--- src/rtl/corc_pkg.sv ---
// package: mode word layout, reset value, command strobes and state carrier
package corc_pkg;
    localparam int          CNT_W           = 16;
    localparam logic [15:0] MODE_RESET      = 16'h0800;
    localparam int          OUT_CTL_LSB     = 0;
    localparam int          DIR_POS         = 3;
    localparam int          DEC_POS         = 4;
    localparam int          REPEAT_POS      = 5;
    localparam int          RELOAD_SRC_POS  = 6;
    localparam int          SPECIAL_POS     = 7;
    localparam int          GATE_FLD_LSB    = 13;
    localparam logic [15:0] TERM_DOWN       = 16'h0001;
    localparam logic [15:0] TERM_BCD_UP     = 16'h9999;
    localparam logic [15:0] TERM_BIN_UP     = 16'hFFFF;
    // code 0 is the preset drive: low to ground, so the pin never floats out of reset
    localparam logic [2:0]  OUT_HIZ         = 3'h4;
    localparam logic [2:0]  OUT_TC_HIGH     = 3'h1;
    localparam logic [2:0]  OUT_TOGGLE      = 3'h2;
    localparam logic [2:0]  OUT_LOW         = 3'h0;
    localparam logic [2:0]  OUT_TC_LOW      = 3'h5;
    localparam logic [2:0]  GATE_NONE       = 3'h0;
    localparam logic [2:0]  GATE_LVL_HI     = 3'h4;
    localparam logic [2:0]  GATE_LVL_LO     = 3'h5;
    localparam logic [2:0]  GATE_EDGE_RISE  = 3'h6;
    localparam logic [2:0]  GATE_EDGE_FALL  = 3'h7;

    // one-cycle command strobes from the command decoder
    typedef struct packed {
        logic arm;
        logic load;
        logic loadArm;
        logic disarm;
        logic save;
        logic step;
        logic setOut;
        logic clrOut;
        logic masterReset;
        logic modeWrite;
    } corc_cmd_t;

    // whole block state
    typedef struct packed {
        logic [15:0] mode;
        logic [15:0] count;
        logic [15:0] hold;
        logic        armed;
        logic        tc;
        logic        toggle;
        logic        retrigPend;
        logic        useHold;
        logic        tcSeen;
        logic        started;
        logic [2:0]  srcSync;
        logic [2:0]  gateSync;
        logic        srcLvl;
        logic        gateLvl;
        logic        outData;
        logic        outEn;
    } corc_state_t;
endpackage

--- src/rtl/corc_counter.sv ---
// counter output, terminal count, reload and retrigger logic of one counter
module corc_counter (
    // clock and reset
    input  wire logic                  core_clk,
    input  wire logic                  nrst,
    // pins
    input  wire logic                  srcPin,
    input  wire logic                  gatePin,
    output logic                       outPin,
    output logic                       outPinEn,
    // host side
    input  wire corc_pkg::corc_cmd_t   cmd,
    input  wire logic [15:0]           modeWdata,
    input  wire logic [15:0]           loadReg,
    output logic [15:0]                counter_mode_word,
    output logic [15:0]                countValue,
    output logic [15:0]                holdValue,
    output logic                       terminal_count,
    output logic                       armedFlag
);
    import corc_pkg::*;

    corc_state_t r, nxt;

    // ----------------------------------------
    // helpers
    // ----------------------------------------
    function automatic logic [15:0] stepVal(input logic [15:0] v, input logic up, input logic dec);
        logic [15:0] res;
        logic        carry;
        res   = v;
        carry = 1'b1;
        if (!dec) begin
            res = up ? v + 16'h0001 : v - 16'h0001;
        end else begin
            for (int i = 0; i < 4; i++) begin
                if (carry) begin
                    if (up) begin
                        carry = (v[i*4 +: 4] == 4'h9);
                        res[i*4 +: 4] = carry ? 4'h0 : v[i*4 +: 4] + 4'h1;
                    end else begin
                        carry = (v[i*4 +: 4] == 4'h0);
                        res[i*4 +: 4] = carry ? 4'h9 : v[i*4 +: 4] - 4'h1;
                    end
                end
            end
        end
        return res;
    endfunction

    function automatic logic isTerm(input logic [15:0] v, input logic up, input logic dec);
        if (!up) begin
            return v == TERM_DOWN;
        end else begin
            return v == (dec ? TERM_BCD_UP : TERM_BIN_UP);
        end
    endfunction

    // ----------------------------------------
    // next state
    // ----------------------------------------
    logic [2:0]  outCtl;
    logic [2:0]  gateFld;
    logic        dirUp;
    logic        decMode;
    logic        repeatOn;
    logic        reloadSrc;
    logic        special;
    logic        srcEdge;
    logic        gateEdge;
    logic        gateActive;
    logic        gatedOn;
    logic        edgeGating;
    logic        cmdLoad;
    logic        advance;
    logic        committed;
    logic        doCount;
    logic        reloadHold;
    logic [15:0] reloadVal;

    always_comb begin
        nxt        = r;
        outCtl     = r.mode[OUT_CTL_LSB +: 3];
        gateFld    = r.mode[GATE_FLD_LSB +: 3];
        dirUp      = r.mode[DIR_POS];
        decMode    = r.mode[DEC_POS];
        repeatOn   = r.mode[REPEAT_POS];
        reloadSrc  = r.mode[RELOAD_SRC_POS];
        special    = r.mode[SPECIAL_POS];
        // synchronous edge detection on agreeing stages
        nxt.srcSync  = {r.srcSync[1:0], srcPin};
        nxt.gateSync = {r.gateSync[1:0], gatePin};
        if (r.srcSync[2] == r.srcSync[1]) begin
            nxt.srcLvl = r.srcSync[2];
        end
        if (r.gateSync[2] == r.gateSync[1]) begin
            nxt.gateLvl = r.gateSync[2];
        end
        srcEdge    = nxt.srcLvl & ~r.srcLvl;
        edgeGating = (gateFld == GATE_EDGE_RISE) || (gateFld == GATE_EDGE_FALL);
        gateActive = (gateFld == GATE_LVL_LO || gateFld == GATE_EDGE_FALL) ? ~nxt.gateLvl : nxt.gateLvl;
        gateEdge   = (gateFld == GATE_LVL_LO || gateFld == GATE_EDGE_FALL)
                   ? (~nxt.gateLvl & r.gateLvl) : (nxt.gateLvl & ~r.gateLvl);
        gatedOn    = (gateFld == GATE_NONE) ? 1'b1 : (edgeGating ? r.started : gateActive);
        cmdLoad    = cmd.load | cmd.loadArm;
        // terminal value in the counter commits the next count
        committed  = isTerm(r.count, dirUp, decMode);
        // an active terminal count always takes the next edge
        doCount    = srcEdge & ((r.armed & gatedOn) | r.tc);
        // step always counts as an edge; load only when committed or in tc
        advance    = doCount | cmd.step | (cmdLoad & (committed | r.tc));
        if (!reloadSrc) begin
            reloadHold = 1'b0;
        end else if (gateFld == GATE_NONE && special) begin
            reloadHold = nxt.gateLvl;
        end else begin
            reloadHold = r.useHold;
        end
        reloadVal  = reloadHold ? r.hold : loadReg;

        if (cmd.save) begin
            nxt.hold = r.count;
        end
        if (cmd.arm | cmd.loadArm) begin
            nxt.armed  = 1'b1;
            nxt.tcSeen = 1'b0;
        end
        if (cmd.disarm) begin
            nxt.armed   = 1'b0;
            nxt.started = 1'b0;
        end
        if (edgeGating && gateEdge && r.armed) begin
            nxt.started = 1'b1;
        end
        // retrigger saves count, arms pending reload
        if (gateFld != GATE_NONE && special && gateEdge && (r.armed || !edgeGating)) begin
            nxt.hold       = r.count;
            nxt.retrigPend = 1'b1;
        end

        if (advance && committed) begin
            nxt.tc         = 1'b1;
            nxt.count      = reloadVal;
            nxt.useHold    = reloadSrc & ~r.useHold;
            nxt.retrigPend = 1'b0;
        end else if (cmdLoad && r.tc) begin
            // load during terminal count ends it
            nxt.tc    = 1'b0;
            nxt.count = stepVal(reloadVal, dirUp, decMode);
        end else if (r.retrigPend && (doCount || cmd.step || cmdLoad)) begin
            // first qualified edge or command reloads from Load
            nxt.count      = loadReg;
            nxt.retrigPend = 1'b0;
            nxt.tc         = 1'b0;
        end else if (cmdLoad) begin
            nxt.count = reloadVal;
        end else if (advance) begin
            // terminal count ends at the next count
            nxt.count = stepVal(r.count, dirUp, decMode);
            nxt.tc    = 1'b0;
        end

        // toggle on trailing edge of terminal count
        if (r.tc && !nxt.tc) begin
            nxt.toggle = ~r.toggle;
            // one-shot: disarm after the edge ending a full cycle
            if (!repeatOn && (r.tcSeen || !reloadSrc)) begin
                nxt.armed   = 1'b0;
                nxt.started = 1'b0;
            end
            nxt.tcSeen = ~r.tcSeen;
        end else if (r.tc && advance) begin
            // stays in terminal count, toggle on every count
            nxt.toggle = ~r.toggle;
        end
        if (cmd.setOut) begin
            nxt.toggle = 1'b1;
        end
        if (cmd.clrOut) begin
            nxt.toggle = 1'b0;
        end
        if (cmd.modeWrite) begin
            nxt.mode = modeWdata;
        end
        // master reset presets the mode word
        if (cmd.masterReset) begin
            nxt.mode    = MODE_RESET;
            nxt.armed   = 1'b0;
            nxt.started = 1'b0;
        end

        unique case (nxt.mode[OUT_CTL_LSB +: 3])
            OUT_TC_HIGH: begin
                nxt.outData = nxt.tc;
                nxt.outEn   = 1'b1;
            end
            OUT_TC_LOW: begin
                nxt.outData = ~nxt.tc;
                nxt.outEn   = 1'b1;
            end
            OUT_TOGGLE: begin
                nxt.outData = nxt.toggle;
                nxt.outEn   = 1'b1;
            end
            OUT_LOW: begin
                nxt.outData = 1'b0;
                nxt.outEn   = 1'b1;
            end
            default: begin
                // reserved codes are treated as off
                nxt.outData = 1'b0;
                nxt.outEn   = 1'b0;
            end
        endcase
    end

    // ----------------------------------------
    // state register
    // ----------------------------------------
    always_ff @(posedge core_clk or negedge nrst) begin
        if (!nrst) begin
            r          <= '0;
            // power-on preset
            // preset output code drives low, so the enable starts high
            r.mode     <= MODE_RESET;
            r.outEn    <= 1'b1;
        end else begin
            r <= nxt;
        end
    end

    assign outPin            = r.outData;
    assign outPinEn          = r.outEn;
    assign counter_mode_word = r.mode;
    assign countValue        = r.count;
    assign holdValue         = r.hold;
    assign terminal_count    = r.tc;
    assign armedFlag         = r.armed;

    // ----------------------------------------
    // checks
    // ----------------------------------------
    chk_tc_entry: assert property (@(posedge core_clk) disable iff (!nrst)
        (advance && committed) |=> r.tc) else $error("terminal count not entered");
    chk_tc_reload: assert property (@(posedge core_clk) disable iff (!nrst)
        (advance && committed && !reloadHold) |=> (r.count == $past(loadReg))) else $error("reload wrong");
    chk_tc_width: assert property (@(posedge core_clk) disable iff (!nrst)
        (r.tc && srcEdge && !committed && !r.retrigPend) |=> !r.tc) else $error("terminal count too long");
    chk_toggle_flip: assert property (@(posedge core_clk) disable iff (!nrst)
        (r.tc && !nxt.tc && !cmd.setOut && !cmd.clrOut) |=> (r.toggle != $past(r.toggle)))
        else $error("toggle missed");
    chk_toggle_force: assert property (@(posedge core_clk) disable iff (!nrst)
        (cmd.setOut && !cmd.clrOut) |=> r.toggle) else $error("set output failed");
    chk_out_low: assert property (@(posedge core_clk) disable iff (!nrst)
        (outCtl == OUT_LOW) |-> (outPinEn && !outPin)) else $error("output not low");
    chk_out_hiz: assert property (@(posedge core_clk) disable iff (!nrst)
        (outCtl == OUT_HIZ) |-> !outPinEn) else $error("output not off");
    chk_load_commit: assert property (@(posedge core_clk) disable iff (!nrst)
        (cmd.load && committed && !r.tc) |=> r.tc) else $error("load did not force tc");
    chk_master_reset: assert property (@(posedge core_clk) disable iff (!nrst)
        cmd.masterReset |=> (r.mode == MODE_RESET)) else $error("mode not preset");
    chk_retrig_save: assert property (@(posedge core_clk) disable iff (!nrst)
        (gateFld != GATE_NONE && special && gateEdge && !edgeGating && !cmd.save
         && !(advance && committed) && !r.retrigPend)
        |=> r.retrigPend && (r.hold == $past(r.count))) else $error("retrigger not saved");
    chk_tc_counts: assert property (@(posedge core_clk) disable iff (!nrst)
        (r.tc && srcEdge && !committed && !cmdLoad && !r.retrigPend) |=> (r.count != $past(r.count)))
        else $error("edge in terminal count not counted");

    cov_tc: cover property (@(posedge core_clk) disable iff (!nrst) r.tc ##1 !r.tc);
    cov_retrig: cover property (@(posedge core_clk) disable iff (!nrst) r.retrigPend ##[1:20] !r.retrigPend);
    cov_oneshot: cover property (@(posedge core_clk) disable iff (!nrst) r.armed ##1 !r.armed);
    cov_stuck_tc: cover property (@(posedge core_clk) disable iff (!nrst) r.tc && advance && committed);
    cov_retrig_step: cover property (@(posedge core_clk) disable iff (!nrst) r.retrigPend && cmd.step);
endmodule

--- config.mk ---
export PLATFORM = sky130hd
export DESIGN_NAME = corc_counter
export DESIGN_NICKNAME = d
export VERILOG_FILES = /design/src/rtl/corc_pkg.sv /design/src/rtl/corc_counter.sv
export SDC_FILE = /design/constraint.sdc
export NUM_CORES = 1
export LEC_CHECK = 0
export ABC_AREA = 0
export BUFFER_PORTS_ARGS = -buffer_cell sky130_fd_sc_hd__buf_2
export CAP_MARGIN = 30
export CORE_MARGIN = 2
export CORE_UTILIZATION = 45
export CTS_BUF_LIST = sky130_fd_sc_hd__clkbuf_16
export CTS_CLUSTER_DIAMETER = 200
export DETAILED_ROUTE_END_ITERATION = 7
export HOLD_SLACK_MARGIN = 0.08
export PLACE_DENSITY = 0.71
export SYNTH_ARGS = -nofsm -noshare
export SYNTH_HDL_FRONTEND = slang
export SYNTH_SLANG_ARGS = --single-unit
--- constraint.sdc ---
create_clock -name core_clk -period 5.45 [get_ports core_clk]
set_input_delay 0.545 -clock core_clk [delete_from_list [all_inputs] [get_ports core_clk]]
set_output_delay 0.545 -clock core_clk [all_outputs]
set_load 0.005 [all_outputs]
==> metrics <==
CTS hold repair buffers 1; Die Y 127 um; status completed; row count 44; Tmin final 4.53 ns; vias in the first global route 6116; Post CTS Setup Buffer Count 0; post-DP HPWL 15.7 mm; Final Power 2.55 mW; Max Cap Violations 0; DRT Pass-1 Iters 6; n_diodes 0; CTS Buf Count 9; post-synth top area share 0.232; fillers 1435; Yosys reg bits 65; Clock Skew 0.00664 ns; final WL 21.6 mm; fin crit share 0.832; vias 6904; critical path launch point counter_mode_word[15]; Final Max Tran Viols 0; pwr dens 350 mW/mm^2; residual DRC count 0; crit path max fanout 10; WS Path Type reg -> reg; Post-synth EDFFs 0; initial antenna violation count 0; Post-Syn Area 0.00679 sq mm; Initial DRC Count 852; Die X 127 um; clock sink count 65; worst rel slew slack 0.334; Final Hold Slack 0.310 ns; GPL Wtd Cong 0.927; class of the worst hold path in -> reg; cell taking the most area after synthesis dfrtp_1; end of the critical path countValue[14]; Final WS setup 0.916 ns; reg2reg start counter_mode_word[15]; CTS tree built; Longest Clk Path Bufs 2; post-cts resize count 0; first-pass GRT wire length 34.0 mm; CTS clk-pin slew, worst paths 0.06 ns; Final nets 958; Reg2Reg Capture Point countValue[14]; Netlist cell types 81; Crit path required time 5.70 ns; synth top area cells dfrtp_1 23%, buf_4 5.3%, a21oi_1 5.0%; final setup vio count 0; Worst Max-Slew Pin Slew 0.971 ns; starting density of the core 0.464; critical path data arrival time 4.78 ns; Core Area 0.0146 sq mm; Vias/cell 6.37; Most used DFF post-synth dfrtp_1; Overflow after GRT 0; Worst-Skew Late Latency 0.35 ns; Seq/Total Area, Yosys 0.240; Die ar. 0.0161 sq mm; Syn. warnings 0; GRT Overall Usage 0.264; fin area 0.00730 sq mm; CTS root buf clkbuf_16; DP Area 0.00697 sq mm; R2R Setup Slk 0.92 ns; RSZ-0062 raised after global routing false; Synthesized Nets 947; setup_tns 0 ns; Async SR Flop Fraction 1.00; share of cells above drive strength 1 0.181; Lkg Pwr 3.13 nW; worst vdd ir 0.167 mV; fmax 0.221 GHz; synth-to-layout area growth 7.58%; cells after synthesis 883; pin count of the biggest net entering global routing 57; IO Pins 98; H-tree lvl count 3; syn_area_per_cell 7.69 sq um; Worst Setup End Kind register; number of port buffers 97; pre-CTS setup slack 1.00 ns; routed len/inst 19.9 um; R2R depth 15; remaining antenna violation count 0; final hold violations 0; critical path launch point type register
[metal layers]
metal / vias to the layer above / track usage / share of wire
met4: 0 / 0.103 / 0.032
met2: 333 / 0.406 / 0.45
li1: 3264 / - / -
met3: 45 / 0.0451 / 0.084
met1: 3262 / 0.371 / 0.44
met5: - / 0 / 0
[layout make-up]
cell class	instances	area [sq um]	area share
multi-input cells	672	4410	0.603
flip-flops and latches	65	1630	0.223
repair buffers	108	571	0.0781
well taps	184	230	0.0315
clock buffers	9	225	0.0308
inverters	38	145	0.0199
clock inverters	7	93.8	0.0129
[power breakdown]
group,leakage (nW),internal (mW),switching [mW]
logic,2.19,0.455,0.536
clock network,0.153,0.400,0.229
registers,0.794,0.596,0.338
[worst max-delay path, cell delays in order (launching register included)]
cell and delay (ns):
dfrtp_1 0.50, nor4b_4 0.46, o21ai_1 0.29, o21ai_0 0.26, and2_1 0.34, inv_1 0.16, fa_1 0.46, a211o_1 0.32
o211ai_1 0.14, a21oi_1 0.14, a41o_1 0.29, o41a_1 0.36, a31oi_1 0.22, xnor2_1 0.14, a211oi_1 0.09, a311oi_1 0.26
[cell usage after synthesis, types with 5 or more instances]
master,instances
ha_1,17
and3_1,12
a211oi_1,18
o21ai_0,53
xor2_1,9
a2111oi_0,7
clkbuf_1,46
buf_2,5
or3_1,7
a21oi_1,68
o31ai_1,8
nand4_1,11
o2111ai_1,6
nor4_1,9
dfrtp_1,63
mux2_2,17
o22ai_1,7
a211o_1,6
xnor2_1,23
or2_2,7
o221ai_1,5
buf_1,7
inv_1,34
nand3_1,30
nor3_1,28
mux2i_1,29
or4_1,6
and2_1,10
nor2_1,87
o211ai_1,20
nand2b_1,5
buf_4,48
nand2_1,61
a21o_1,8
a31oi_1,17
[how the worst min path moves through the flow]
stage                     startpoint  cells after the start  slack [ns]   endpoint
after floorplan                 nrst                      0        0.25  armedFlag
after global placement        nxt[8]                      0        0.34     nxt[9]
after detailed placement      nxt[8]                      0        0.34     nxt[9]
after CTS                    gatePin                      1        0.30     nxt[5]
after global routing          srcPin                      1        0.30     nxt[8]
final                         srcPin                      1        0.31     nxt[8]
[sequential cells by signal (all words and copies together), names as in the netlist]
signal / flops
countValue: 16
counter_mode_word: 16
holdValue: 16
r: 9
nxt: 4
armedFlag: 1
outPin: 1
outPinEn: 1
terminal_count: 1
[logic make-up after synthesis]
group                      count (synthesis)  share of synthesized area
AOI/OAI and AO/OA                        275                      0.270
xor gates and xnor gates                  32                     0.0413
adders and majority gates                 21                     0.0387
buffers and inverters                    146                      0.111
DFF                                       65                      0.240
muxes                                     49                     0.0796
and+or+nand+nor                          295                      0.219
[through the flow]
step / util / cells
6_report: 0.499 / 1083
3_3_place_gp: 0.476 / 1066
4_1_cts: 0.499 / 1083
5_1_grt: 0.499 / 1083
2_1_floorplan: - / 883
3_5_place_dp: 0.476 / 1066
[cells in the final DEF (no fill, tap or decap), types with 18 or more instances in the layout]
cell type  count
nor2_1        87
inv_1         34
nand3_1       30
a211oi_1      18
nor3_1        28
a21oi_1       68
buf_2         97
nand2_1       61
dfrtp_1       62
mux2i_1       29
xnor2_1       23
o21ai_0       53
o211ai_1      20
Power figures use the tool's default switching activity.
